<file path="src/rtl/acc_pkg.sv">
// Package with register map, field positions and timing constants of the comparator control.
package acc_pkg;
   localparam logic [7:0] ADDR_CTL_ONE = 8'h59;
   localparam logic [7:0] ADDR_CTL_TWO = 8'h5A;
   localparam logic [7:0] ADDR_BUF_DIS = 8'h5B;
   localparam logic [7:0] ADDR_IRQ_STATUS = 8'h5C;
   localparam logic [7:0] ADDR_IRQ_ENABLE = 8'h5D;
   localparam logic [7:0] ADDR_IRQ_CLEAR = 8'h5E;
   // Control register one field positions.
   localparam int CTL1_IRQ_FLAG = 0;
   localparam int CTL1_IRQ_EN = 1;
   localparam int CTL1_EDGE_SEL = 2;
   localparam int CTL1_POWER_ON = 3;
   localparam int CTL1_REF_LVL_LO = 4;
   localparam int CTL1_REF_TERM = 6;
   localparam int CTL1_SWAP = 7;
   // Control register two field positions.
   localparam int CTL2_RESULT = 0;
   localparam int CTL2_FILTER_EN = 1;
   localparam int CTL2_SW_POS = 2;
   localparam int CTL2_SW_NEG = 3;
   localparam logic [7:0] CTL1_RESET = 8'h00;
   localparam logic [7:0] CTL2_RESET = 8'h00;
   localparam logic [7:0] BUF_DIS_RESET = 8'h00;
   // Reference level codes.
   localparam logic [1:0] REF_OFF = 2'h0;
   localparam logic [1:0] REF_QUARTER = 2'h1;
   localparam logic [1:0] REF_HALF = 2'h2;
   localparam logic [1:0] REF_DIODE = 2'h3;
   // Digital low-pass filter: result must hold this long to pass.
   localparam int CLK_PERIOD_NS = 50;
   localparam int FILTER_TIME_NS = 800;
   localparam int FILTER_CYCLES = (FILTER_TIME_NS + CLK_PERIOD_NS - 1) / CLK_PERIOD_NS;
   localparam int FILTER_CW = 5;
endpackage

</file>
<file path="src/rtl/acc_filter.sv">
// Digital low-pass filter that passes a level only after it has held steady.
`timescale 1ns/100ps
module acc_filter
   import acc_pkg::*;
(
   // Clock and reset.
   input wire logic sys_clk_i,
   input wire logic resetn_i,
   input wire logic clk_en_i,
   // Data.
   input wire logic raw_i,
   output logic filt_o
);
   logic [FILTER_CW-1:0] count;

   always_ff @(posedge sys_clk_i)
   begin
      if (!resetn_i)
      begin
         count <= '0;
         filt_o <= 1'b0;
      end
      else if (clk_en_i)
      begin
         if (raw_i == filt_o)
            count <= '0;
         else if (count == FILTER_CW'(FILTER_CYCLES - 1))
         begin
            count <= '0;
            filt_o <= raw_i;
         end
         else
            count <= count + FILTER_CW'(1);
      end
   end

   stable_change_a: assert property (@(posedge sys_clk_i) disable iff (!resetn_i)
      (filt_o != $past(filt_o)) |-> $past(count) == FILTER_CW'(FILTER_CYCLES - 1))
      else $error("Filter output changed before the hold time.");
endmodule // acc_filter

</file>
<file path="src/rtl/acc_ctrl.sv">
// Digital control and interrupt wrapper of an on-chip analog comparator.
//
// Our own choice: the plain strobed port.
`timescale 1ns/100ps
module acc_ctrl
   import acc_pkg::*;
(
   // Clock, reset and clock enable.
   input wire logic sys_clk_i,
   input wire logic resetn_i,
   input wire logic clk_en_i,
   // Register port.
   input wire logic [7:0] addr_i,
   input wire logic [7:0] wdata_i,
   input wire logic wr_i,
   input wire logic rd_i,
   output logic [7:0] rdata_o,
   // Interrupt controller.
   input wire logic global_irq_enable_i,
   input wire logic irq_ack_i,
   output logic irq_req_o,
   output logic irq_o,
   // Analog comparator core.
   input wire logic core_out_i,
   output logic core_power_on_o,
   output logic core_swap_o,
   output logic ref_to_pos_o,
   output logic ref_to_neg_o,
   output logic [1:0] ref_level_o,
   output logic sw_pos_o,
   output logic sw_neg_o,
   // Port pins and timer.
   output logic [7:0] pin_buffer_disable_o,
   output logic timer_capture_input_b_o
);
   logic input_swap;
   logic reference_terminal_select;
   logic [1:0] reference_level_select;
   logic comparator_power_on;
   logic irq_edge_select;
   logic comparator_irq_enable;
   logic comparator_irq_flag;
   logic output_filter_enable;
   logic sw_pos;
   logic sw_neg;
   logic [7:0] port_buffer_disable;
   logic [1:0] irq_status;
   logic [1:0] irq_enable;
   logic sync1;
   logic sync2;
   logic sync3;
   logic raw_level;
   logic filt_level;
   logic comparator_result;
   logic result_d;
   logic edge_hit;
   logic rise;
   logic fall;
   logic wr_ctl1;
   logic [7:0] ctl1_val;
   logic [7:0] ctl2_val;

   // Three stage synchroniser; a change counts once stages two and three agree.
   always_ff @(posedge sys_clk_i)
   begin
      if (!resetn_i)
      begin
         sync1 <= 1'b0;
         sync2 <= 1'b0;
         sync3 <= 1'b0;
         raw_level <= 1'b0;
      end
      else if (clk_en_i)
      begin
         sync1 <= core_out_i;
         sync2 <= sync1;
         sync3 <= sync2;
         if (sync2 == sync3)
            raw_level <= sync3 ^ input_swap;
      end
   end

   acc_filter u_filter
   (
      .sys_clk_i(sys_clk_i),
      .resetn_i(resetn_i),
      .clk_en_i(clk_en_i),
      .raw_i(raw_level),
      .filt_o(filt_level)
   );

   // The powered-off gate sits after the filter so a stale filtered level never leaks out.
   assign comparator_result = comparator_power_on &
      (output_filter_enable ? filt_level : raw_level);
   assign timer_capture_input_b_o = comparator_result;

   always_ff @(posedge sys_clk_i)
   begin
      if (!resetn_i)
         result_d <= 1'b0;
      else if (clk_en_i)
         result_d <= comparator_result;
   end

   assign rise = comparator_result & ~result_d;
   assign fall = ~comparator_result & result_d;
   assign edge_hit = irq_edge_select ? fall : rise;

   assign wr_ctl1 = wr_i && addr_i == ADDR_CTL_ONE;

   // Control register one; the flag is set by hardware with priority over any clear.
   always_ff @(posedge sys_clk_i)
   begin
      if (!resetn_i)
      begin
         input_swap <= CTL1_RESET[CTL1_SWAP];
         reference_terminal_select <= CTL1_RESET[CTL1_REF_TERM];
         reference_level_select <= CTL1_RESET[CTL1_REF_LVL_LO +: 2];
         comparator_power_on <= CTL1_RESET[CTL1_POWER_ON];
         irq_edge_select <= CTL1_RESET[CTL1_EDGE_SEL];
         comparator_irq_enable <= CTL1_RESET[CTL1_IRQ_EN];
         comparator_irq_flag <= CTL1_RESET[CTL1_IRQ_FLAG];
      end
      else if (clk_en_i)
      begin
         if (wr_ctl1)
         begin
            input_swap <= wdata_i[CTL1_SWAP];
            reference_terminal_select <= wdata_i[CTL1_REF_TERM];
            reference_level_select <= wdata_i[CTL1_REF_LVL_LO +: 2];
            comparator_power_on <= wdata_i[CTL1_POWER_ON];
            irq_edge_select <= wdata_i[CTL1_EDGE_SEL];
            comparator_irq_enable <= wdata_i[CTL1_IRQ_EN];
         end
         if (edge_hit)
            comparator_irq_flag <= 1'b1;
         else if (irq_ack_i)
            comparator_irq_flag <= 1'b0;
         else if (wr_ctl1)
            comparator_irq_flag <= wdata_i[CTL1_IRQ_FLAG];
      end
   end

   // Control register two and port buffer disables.
   always_ff @(posedge sys_clk_i)
   begin
      if (!resetn_i)
      begin
         output_filter_enable <= CTL2_RESET[CTL2_FILTER_EN];
         sw_pos <= CTL2_RESET[CTL2_SW_POS];
         sw_neg <= CTL2_RESET[CTL2_SW_NEG];
         port_buffer_disable <= BUF_DIS_RESET;
      end
      else if (clk_en_i && wr_i)
      begin
         if (addr_i == ADDR_CTL_TWO)
         begin
            output_filter_enable <= wdata_i[CTL2_FILTER_EN];
            sw_pos <= wdata_i[CTL2_SW_POS];
            sw_neg <= wdata_i[CTL2_SW_NEG];
         end
         if (addr_i == ADDR_BUF_DIS)
            port_buffer_disable <= wdata_i;
      end
   end

   // Sticky status: bit 0 rising, bit 1 falling result transition; set wins over clear.
   always_ff @(posedge sys_clk_i)
   begin
      if (!resetn_i)
      begin
         irq_status <= 2'h0;
         irq_enable <= 2'h0;
      end
      else if (clk_en_i)
      begin
         if (wr_i && addr_i == ADDR_IRQ_ENABLE)
            irq_enable <= wdata_i[1:0];
         for (int i = 0; i < 2; i++)
         begin
            if ((i == 0) ? rise : fall)
               irq_status[i] <= 1'b1;
            else if (wr_i && addr_i == ADDR_IRQ_CLEAR && wdata_i[i])
               irq_status[i] <= 1'b0;
         end
      end
   end

   assign irq_o = |(irq_status & irq_enable);
   assign irq_req_o = comparator_irq_flag & comparator_irq_enable
      & global_irq_enable_i;

   // Analog controls.
   assign core_power_on_o = comparator_power_on;
   assign core_swap_o = input_swap;
   assign ref_level_o = reference_level_select;
   assign ref_to_neg_o = (reference_level_select != REF_OFF)
      & (reference_terminal_select ^ input_swap);
   assign ref_to_pos_o = (reference_level_select != REF_OFF)
      & ~(reference_terminal_select ^ input_swap);
   assign sw_pos_o = sw_pos;
   assign sw_neg_o = sw_neg;
   assign pin_buffer_disable_o = port_buffer_disable;

   assign ctl1_val = {input_swap, reference_terminal_select, reference_level_select,
      comparator_power_on, irq_edge_select, comparator_irq_enable, comparator_irq_flag};
   assign ctl2_val = {4'h0, sw_neg, sw_pos, output_filter_enable, comparator_result};

   // Read data stands for exactly the cycle after the read strobe.
   always_ff @(posedge sys_clk_i)
   begin
      if (!resetn_i)
         rdata_o <= 8'h00;
      else if (clk_en_i)
      begin
         rdata_o <= 8'h00;
         if (rd_i)
         begin
            unique case (addr_i)
               ADDR_CTL_ONE: rdata_o <= ctl1_val;
               ADDR_CTL_TWO: rdata_o <= ctl2_val;
               ADDR_BUF_DIS: rdata_o <= port_buffer_disable;
               ADDR_IRQ_STATUS: rdata_o <= {6'h00, irq_status};
               ADDR_IRQ_ENABLE: rdata_o <= {6'h00, irq_enable};
               default: rdata_o <= 8'h00;
            endcase
         end
      end
   end

   power_off_low_a: assert property (@(posedge sys_clk_i) disable iff (!resetn_i)
      !comparator_power_on |-> !comparator_result)
      else $error("Result not low while powered off.");

   flag_on_edge_a: assert property (@(posedge sys_clk_i) disable iff (!resetn_i)
      (clk_en_i && edge_hit) |=> comparator_irq_flag)
      else $error("Selected edge did not set the flag.");

   edge_polarity_a: assert property (@(posedge sys_clk_i) disable iff (!resetn_i)
      (clk_en_i && !irq_edge_select && $rose(comparator_result)
       && $stable(irq_edge_select)) |=> comparator_irq_flag)
      else $error("Rising edge missed with edge select zero.");

   fall_polarity_a: assert property (@(posedge sys_clk_i) disable iff (!resetn_i)
      (clk_en_i && irq_edge_select && $fell(comparator_result)
       && $stable(irq_edge_select)) |=> comparator_irq_flag)
      else $error("Falling edge missed with edge select one.");

   irq_gate_a: assert property (@(posedge sys_clk_i) disable iff (!resetn_i)
      irq_req_o |-> (comparator_irq_flag && comparator_irq_enable
      && global_irq_enable_i))
      else $error("Interrupt request without all enables.");

   ack_clears_a: assert property (@(posedge sys_clk_i) disable iff (!resetn_i)
      (clk_en_i && irq_ack_i && !edge_hit) |=> !comparator_irq_flag)
      else $error("Serviced flag did not clear.");

   flag_hold_a: assert property (@(posedge sys_clk_i) disable iff (!resetn_i)
      (clk_en_i && comparator_irq_flag && !irq_ack_i && !wr_ctl1) |=> comparator_irq_flag)
      else $error("Flag cleared without service or write.");

   sw_clear_a: assert property (@(posedge sys_clk_i) disable iff (!resetn_i)
      (clk_en_i && wr_ctl1 && !wdata_i[CTL1_IRQ_FLAG] && !edge_hit) |=> !comparator_irq_flag)
      else $error("Software write did not clear the flag.");

   status_rise_a: assert property (@(posedge sys_clk_i) disable iff (!resetn_i)
      (clk_en_i && rise) |=> irq_status[0])
      else $error("Rising transition not recorded in status.");

   status_fall_a: assert property (@(posedge sys_clk_i) disable iff (!resetn_i)
      (clk_en_i && fall) |=> irq_status[1])
      else $error("Falling transition not recorded in status.");

   status_clear_a: assert property (@(posedge sys_clk_i) disable iff (!resetn_i)
      (clk_en_i && wr_i && addr_i == ADDR_IRQ_CLEAR && wdata_i[0] && !rise) |=> !irq_status[0])
      else $error("Status bit survived its clear.");

   timer_same_a: assert property (@(posedge sys_clk_i) disable iff (!resetn_i)
      timer_capture_input_b_o == comparator_result)
      else $error("Timer capture differs from result.");

   ref_route_a: assert property (@(posedge sys_clk_i) disable iff (!resetn_i)
      (reference_level_select != REF_OFF && !input_swap && !reference_terminal_select)
      |-> (ref_to_pos_o && !ref_to_neg_o))
      else $error("Reference on wrong terminal.");

   ref_swap_a: assert property (@(posedge sys_clk_i) disable iff (!resetn_i)
      (reference_level_select != REF_OFF && input_swap && !reference_terminal_select)
      |-> (ref_to_neg_o && !ref_to_pos_o))
      else $error("Swap did not move the reference.");

   ref_off_a: assert property (@(posedge sys_clk_i) disable iff (!resetn_i)
      (reference_level_select == REF_OFF) |-> (!ref_to_pos_o && !ref_to_neg_o))
      else $error("Reference routed while switched off.");

   // Register writes are left out because a control change lands on the same edge.
   sync_delay_a: assert property (@(posedge sys_clk_i) disable iff (!resetn_i)
      (clk_en_i && !input_swap && !output_filter_enable && comparator_power_on
       && core_out_i && !wr_i) [*4] |=> comparator_result)
      else $error("Synchronised result late.");

   sync_once_a: assert property (@(posedge sys_clk_i) disable iff (!resetn_i)
      (clk_en_i && sync2 != sync3) |=> $stable(raw_level))
      else $error("Result changed before the synchroniser settled.");

   swap_invert_a: assert property (@(posedge sys_clk_i) disable iff (!resetn_i)
      (clk_en_i && input_swap && !output_filter_enable && comparator_power_on
       && !core_out_i) [*5] |-> comparator_result)
      else $error("Swap did not invert the result.");

   result_read_a: assert property (@(posedge sys_clk_i) disable iff (!resetn_i)
      (clk_en_i && rd_i && addr_i == ADDR_CTL_TWO)
      |=> rdata_o[CTL2_RESULT] == $past(comparator_result))
      else $error("Read result differs from the comparator result.");

   bufdis_write_a: assert property (@(posedge sys_clk_i) disable iff (!resetn_i)
      (clk_en_i && wr_i && addr_i == ADDR_BUF_DIS) |=> pin_buffer_disable_o == $past(wdata_i))
      else $error("Buffer disable write not applied.");

   power_write_a: assert property (@(posedge sys_clk_i) disable iff (!resetn_i)
      (clk_en_i && wr_ctl1) |=> core_power_on_o == $past(wdata_i[CTL1_POWER_ON]))
      else $error("Power control write not applied.");
endmodule // acc_ctrl

</file>
<file path="config.mk">
export PLATFORM = sky130hd
export DESIGN_NAME = acc_ctrl
export DESIGN_NICKNAME = d
export VERILOG_FILES = /design/src/rtl/acc_pkg.sv /design/src/rtl/acc_filter.sv /design/src/rtl/acc_ctrl.sv
export SDC_FILE = /design/constraint.sdc
export NUM_CORES = 1
export LEC_CHECK = 0
export ABC_CLOCK_PERIOD_IN_PS = 2300
export CAP_MARGIN = 10
export CORE_MARGIN = 2
export CORE_UTILIZATION = 33
export DETAILED_ROUTE_END_ITERATION = 10
export DONT_BUFFER_PORTS = 1
export GPL_TIMING_DRIVEN = 0
export HOLD_SLACK_MARGIN = 0.1
export MAX_ROUTING_LAYER = met4
export PLACE_DENSITY = 0.5
export SLEW_MARGIN = 20
export SYNTH_ARGS = -nofsm -noshare
export SYNTH_HDL_FRONTEND = slang
export SYNTH_SLANG_ARGS = --single-unit
</file>
<file path="constraint.sdc">
create_clock -name sys_clk_i -period 2.3 [get_ports sys_clk_i]
set_input_delay 0 -clock sys_clk_i [delete_from_list [all_inputs] [get_ports sys_clk_i]]
set_output_delay 0 -clock sys_clk_i [all_outputs]
set_load 0.03 [all_outputs]
</file>
==> run_results.csv, run 1 <==
group,metric,value,unit
die,die_w,81.91,µm
timing,worst_pin_slew,621.8,ps
clock_tree,postCtsSetupBuffers,0,
synthesis,synth_top_area_share,41.97,%
finish,nets,281,
finish,stdcell_count,332,
place,io_buffers,0,
power_and_ir_drop,powerDensity,555.8,nW/µm²
power_and_ir_drop,seqPwrFrac,54.7,%
clock_tree,path_clk_slew,80,ps
power_and_ir_drop,comb_power_share,7.5,%
global_route,grt_max_degree,14,
worst_setup_path,critPathLaunch,"addr_i[6]",
global_route,antenna_found_initial,0,
finish,regArea,840.8,µm²
synthesis,yosysSeqAreaShare,41.97,%
finish,finish.utilization,40.99,%
synthesis,synth_area_leader_cell,"dfxtp_1",
worst_setup_path,endpoint_kind,"flop",
worst_setup_path,regToRegSetupSlack,820,ps
timing,period_minus_slack,2066,ps
synthesis,synth_ff_type,"dfxtp_1",
worst_setup_path,startpoint_type,"input port",
finish,syn_to_final_growth,20.42,%
synthesis,postSynth.asyncResetShare,0,%
worst_setup_path,arrival,2300,ps
place,place_ws,807.4,ps
die,start_util,34.03,%
synthesis,ys_types,48,
synthesis,yosys_warnings,0,
global_route,grt_first_pass_wirelength,9101,µm
clock_tree,cts_tree,"built",
finish,diodes,0,
power_and_ir_drop,leakage,0.8674,nW
detailed_routing,drt-wirelength-per-cell,16.70,µm
detailed_routing,drc,0,
clock_tree,clockRootBuffer,"clkbuf_8",
synthesis,mappedNetlistArea,2003,µm²
synthesis,yosys-top-cells-area,"dfxtp_1 (42%), mux2i_1 (12%), nand2_1 (7.1%)",
worst_setup_path,crit_required,2540,ps
power_and_ir_drop,ir_drop,0.2170,mV
synthesis,syn_area_per_cell,8.825,µm²
global_route,grt_pass1_vias,1750,
timing,rsz0062_at_grt,"false",
timing,layout_setup_ws,234.2,ps
detailed_routing,via_count,1752,
timing,fmax,484.1,MHz
die,dieHeight,81.91,µm
worst_setup_path,r2r-end,"u_filter.count[3]",
place,placed_cells,302,
die,die-area,6709,µm²
detailed_routing,drt_iter0_drc,88,
worst_setup_path,crit_path_max_fanout,6,
worst_setup_path,regToRegStartpoint,"u_filter.count[0]",
global_route,gr-usage-all-layers,18.64,%
timing,maxSlewHeadroom,58.46,%
power_and_ir_drop,p_switching,0.0003298,W
timing,slew_violations,0,
synthesis,ys_seq_elements,42,
timing,fin_tns_setup,0,ps
global_route,gr-total-overflow,0,
detailed_routing,wl,5545,µm
timing,whs,119.0,ps
finish,final_cell_mix,"dfxtp_1 (42), nand2_1 (38), mux2i_1 (24)",
synthesis,syn_inst,227,
synthesis,synth-edff-count,0,
finish,drive_gt1_share,9.728,%
synthesis,synth_nets,252,
clock_tree,cts_max_level,2,
clock_tree,clockBufferDepth,2,
clock_tree,cts_buffers,5,
power_and_ir_drop,p_sw_share,24.60,%
die,num_rows,28,
worst_setup_path,critPathKind,"in2reg",
detailed_routing,routed_via_density,5.277,
clock_tree,clk_latency,300,ps
timing,skew,8.267,ps
clock_tree,ctsResizeCount,0,
run,drv_cap,0,
timing,finalCritPeriodShare,89.82,%
timing,finalHoldViolations,0,
die,io_pins,51,
clock_tree,cts.sinks,42,
place,gp_congestion,0.7119,
worst_setup_path,r2r_cells,5,
worst_hold_path,worst_hold_path_type,"in2reg",
power_and_ir_drop,p_clk_share,37.8,%
detailed_routing,firstDrtPassIters,4,
power_and_ir_drop,p_int,0.001011,W
timing,finalSetupViolCount,0,
status,status,"finished clean",
place,dpl.hpwl,3924,µm
finish,nFillCells,597,
die,coreArea,5886,µm²
detailed_routing,ant_nets,0,
worst_setup_path,cp-endpoint,"pin_buffer_disable_o[0]",
finish,multi_input_area,1084,µm²
finish,layout_commonest_cell,"dfxtp_1",
## critical path, cell delays in order
cell	delay, ps
dlygate4sd3_1	650
nand4_4	190
nor3_4	460
dlygate4sd3_1	780
mux2i_1	220
## layout make-up
| cell class | instances | share of cell area, % |
|---|---|---|
| multi-input combinational | 165 | 44.92 |
| sequential | 42 | 34.85 |
| clock buffer | 6 | 3.423 |
| timing repair buffer | 22 | 9.129 |
| buffer | 12 | 2.023 |
| inverter | 8 | 1.245 |
| tap | 75 | 3.890 |
| clock inverter | 2 | 0.5187 |
## worst min path at each step
| stage | start | slack [ps] | cells past startpoint | end |
|---|---|---|---|---|
| 2_1_floorplan | core_out_i | 150 | 2 | sync1 |
| 3_3_place_gp | core_out_i | 160 | 2 | sync1 |
| 5_1_grt | addr_i[0] | 150 | 3 | irq_status[0] |
| 6_report | addr_i[6] | 120 | 3 | irq_edge_select |
| 3_5_place_dp | core_out_i | 170 | 2 | sync1 |
| 4_1_cts | addr_i[0] | 110 | 3 | irq_status[0] |
## synth_stat cells, types with 2 or more instances
| cell type | count |
|---|---|
| mux2_2 | 5 |
| nand3_1 | 12 |
| buf_2 | 3 |
| o21ai_1 | 2 |
| mux2i_1 | 24 |
| clkbuf_1 | 8 |
| o311ai_0 | 2 |
| nand4_1 | 2 |
| and3_1 | 3 |
| nor2b_1 | 3 |
| or3_1 | 5 |
| dfxtp_1 | 42 |
| nand2_1 | 38 |
| nand2b_1 | 3 |
| inv_1 | 8 |
| nor3_1 | 2 |
| nor2_1 | 14 |
| a21oi_1 | 7 |
| o21ai_0 | 14 |
| a22oi_1 | 2 |
## kinds of logic after synthesis
kind of cell / synth area share, %
simple gates: 25.55
xor+xnor: 0.8746
mux: 14.80
compound gates: 12.24
fa+ha+maj: 0.6245
flops: 41.97
buf+inv: 3.935
## power by group through the flow
stage / Sequential (W) / Clock, W / Combinational (W)
2_1_floorplan: 0.000749 / 0 / 0.0000567
3_3_place_gp: 0.000750 / 0 / 0.0000764
3_5_place_dp: 0.000750 / 0 / 0.0000765
4_1_cts: 0.000733 / 0.000530 / 0.000102
5_1_grt: 0.000734 / 0.000550 / 0.000113
6_report: 0.000733 / 0.000507 / 0.000101
## per-stage QoR
| step | cell area [µm²] | power, W |
|---|---|---|
| final | 2412 | 0.001341 |
| after detailed placement | 2097 | 0.0008268 |
| after floorplan | 2003 | 0.0008057 |
| after CTS | 2412 | 0.001365 |
| after global placement | 2097 | 0.0008266 |
| after global routing | 2412 | 0.001396 |
## repair_timing
action / 4_1_cts / 5_1_grt
hold endpoints to repair: 30 / 0
setup endpoints to repair: 0 / 0
hold buffers: 22 / 0
## layer usage
metal	GRT usage (%)	up-vias	wire length [µm]
li1	-	864	-
met1	23.32	820	2519
met2	28.21	57	2475
met3	6.374	11	442
met4	6.000	0	108
met5	-	-	0
## registers in the layout, summed over array words and instances (netlist names), 2 cells and up
signal	count
irq_enable	2
irq_status	2
pin_buffer_disable_o	8
rdata_o	8
ref_level_o	2
u_filter.count	5
Power figures use the tool's default switching activity.
==> run 2: changes to the inputs <==
- ABC_CLOCK_PERIOD_IN_PS: 2300 -> 2000
- CELL_PAD_IN_SITES_DETAIL_PLACEMENT: not set -> 2
- CELL_PAD_IN_SITES_GLOBAL_PLACEMENT: not set -> 2
- CTS_CLUSTER_DIAMETER: not set -> 30
- PLACE_DENSITY: 0.5 -> 0.74
- clock period: 2.3 -> 2 ns (I/O delays scaled with it)
==> run_results.csv, run 2 (synthesis results as in run 1) <==
group,metric,value,unit
timing,period_minus_slack,1767,ps
finish,diodes,0,
timing,worst_pin_slew,595.1,ps
die,num_rows,28,
power_and_ir_drop,seqPwrFrac,51.0,%
timing,finalSetupViolCount,0,
timing,maxSlewHeadroom,60.32,%
timing,finalCritPeriodShare,88.36,%
worst_setup_path,critPathKind,"in2reg",
finish,nFillCells,657,
power_and_ir_drop,ir_drop,0.2769,mV
worst_setup_path,startpoint_type,"input port",
detailed_routing,routed_via_density,5.474,
power_and_ir_drop,powerDensity,677.2,nW/µm²
power_and_ir_drop,total_power,0.001654,W
timing,finalHoldViolations,0,
clock_tree,cts_tree,"built",
finish,nets,282,
clock_tree,cts.sinks,42,
finish,layout_commonest_cell,"dfxtp_1",
global_route,antenna_found_initial,0,
worst_setup_path,arrival,2020,ps
status,status,"finished clean",
die,start_util,34.03,%
clock_tree,cts_max_level,2,
worst_setup_path,crit_path_max_fanout,5,
worst_setup_path,r2r_cells,5,
clock_tree,clockBufferDepth,2,
clock_tree,clockRootBuffer,"clkbuf_8",
worst_setup_path,regToRegSetupSlack,460,ps
finish,syn_to_final_growth,21.92,%
finish,multi_input_area,1084,µm²
power_and_ir_drop,comb_power_share,7.2,%
finish,final_area,2442,µm²
worst_hold_path,worst_hold_path_type,"in2reg",
power_and_ir_drop,p_sw_share,23.94,%
worst_setup_path,r2r-end,"u_filter.count[3]",
detailed_routing,ant_nets,0,
detailed_routing,firstDrtPassIters,4,
global_route,grt_pass1_vias,1880,
place,placed_cells,302,
clock_tree,clk_latency,310,ps
timing,skew,7.790,ps
detailed_routing,drc,0,
finish,stdcell_count,333,
finish,regArea,840.8,µm²
worst_hold_path,worstHoldPathCells,3,
place,placed_area,2097,µm²
die,coreArea,5886,µm²
worst_setup_path,endpoint_kind,"flop",
clock_tree,cts_buffers,5,
detailed_routing,drt-wirelength-per-cell,18.61,µm
detailed_routing,via_count,1823,
detailed_routing,drt_iter0_drc,72,
power_and_ir_drop,leakage,0.8824,nW
timing,rsz0062_at_grt,"false",
worst_hold_path,holdPathEnd,"output_filter_enable",
global_route,grt_first_pass_wirelength,9770,µm
die,io_pins,51,
worst_setup_path,regToRegStartpoint,"u_filter.count[0]",
clock_tree,path_clk_slew,90,ps
global_route,grt_max_degree,14,
global_route,gr-total-overflow,0,
timing,fin_tns_setup,0,ps
run,drv_cap,0,
die,dieHeight,81.91,µm
global_route,gr-usage-all-layers,20.24,%
place,gp_congestion,0.7973,
die,die_w,81.91,µm
worst_setup_path,crit_required,2250,ps
finish,final_cell_mix,"dfxtp_1 (42), nand2_1 (38), mux2i_1 (24)",
place,io_buffers,0,
place,dpl.hpwl,4394,µm
detailed_routing,wl,6196,µm
power_and_ir_drop,p_int,0.001258,W
die,die-area,6709,µm²
timing,slew_violations,0,
power_and_ir_drop,p_clk_share,41.8,%
power_and_ir_drop,p_switching,0.0003960,W
timing,fmax,565.9,MHz
worst_hold_path,hold_start,"addr_i[0]",
finish,drive_gt1_share,10.47,%
## run 2: per-stage QoR
step	setup WS (ps)	utilization [%]	hold WS, ps
2_1_floorplan	674.4	-	147.2
3_3_place_gp	514.6	35.63	157.7
3_5_place_dp	479.3	35.63	170.0
4_1_cts	34.73	40.90	107.6
5_1_grt	159.7	41.50	123.4
6_report	232.9	41.50	113.7
## run 2: worst max-delay path: stages
cell,delay (ps)
dlygate4sd3_1,650
nand4_4,190
nor3_2,380
mux2i_1,230
dlygate4sd3_1,570
## run 2: how the worst max path moves through the flow
stage / from / endpoint
2_1_floorplan: u_filter.count[0] / u_filter.count[3]
3_3_place_gp: u_filter.count[0] / u_filter.count[3]
3_5_place_dp: u_filter.count[0] / u_filter.count[3]
4_1_cts: addr_i[6] / pin_buffer_disable_o[5]
5_1_grt: addr_i[6] / sw_neg_o
6_report: addr_i[6] / sw_neg_o
## run 2: what timing repair did
item                       CTS  global route
hold endpoints to repair    32             0
resized for setup            0             0
buffers inserted             0             3
setup endpoints to repair    0             3
hold buffers                20             0
## run 2: layer usage
layer  track usage [%]  vias to the layer above  wire, µm
met5                 -                        -         0
met4             5.500                        0        76
met3             5.385                        7       348
met2             33.09                       47      2984
met1             24.63                      911      2786
li1                  -                      858         -
## run 2: cell type report
cell class | instances | share of cell area [%]
Tap cell | 75 | 3.842
Clock inverter | 2 | 1.537
Timing Repair Buffer | 23 | 9.631
Multi-Input combinational cell | 165 | 44.36
Inverter | 8 | 1.230
Sequential cell | 42 | 34.43
Buffer | 12 | 1.998
Clock buffer | 6 | 2.971
## run 2: power groups by stage
stage	registers, W	clock network (W)	logic [W]
5_1_grt	0.000844	0.000750	0.000131
3_5_place_dp	0.000863	0	0.0000914
6_report	0.000843	0.000692	0.000119
4_1_cts	0.000843	0.000707	0.000120
3_3_place_gp	0.000863	0	0.0000889
2_1_floorplan	0.000861	0	0.0000652
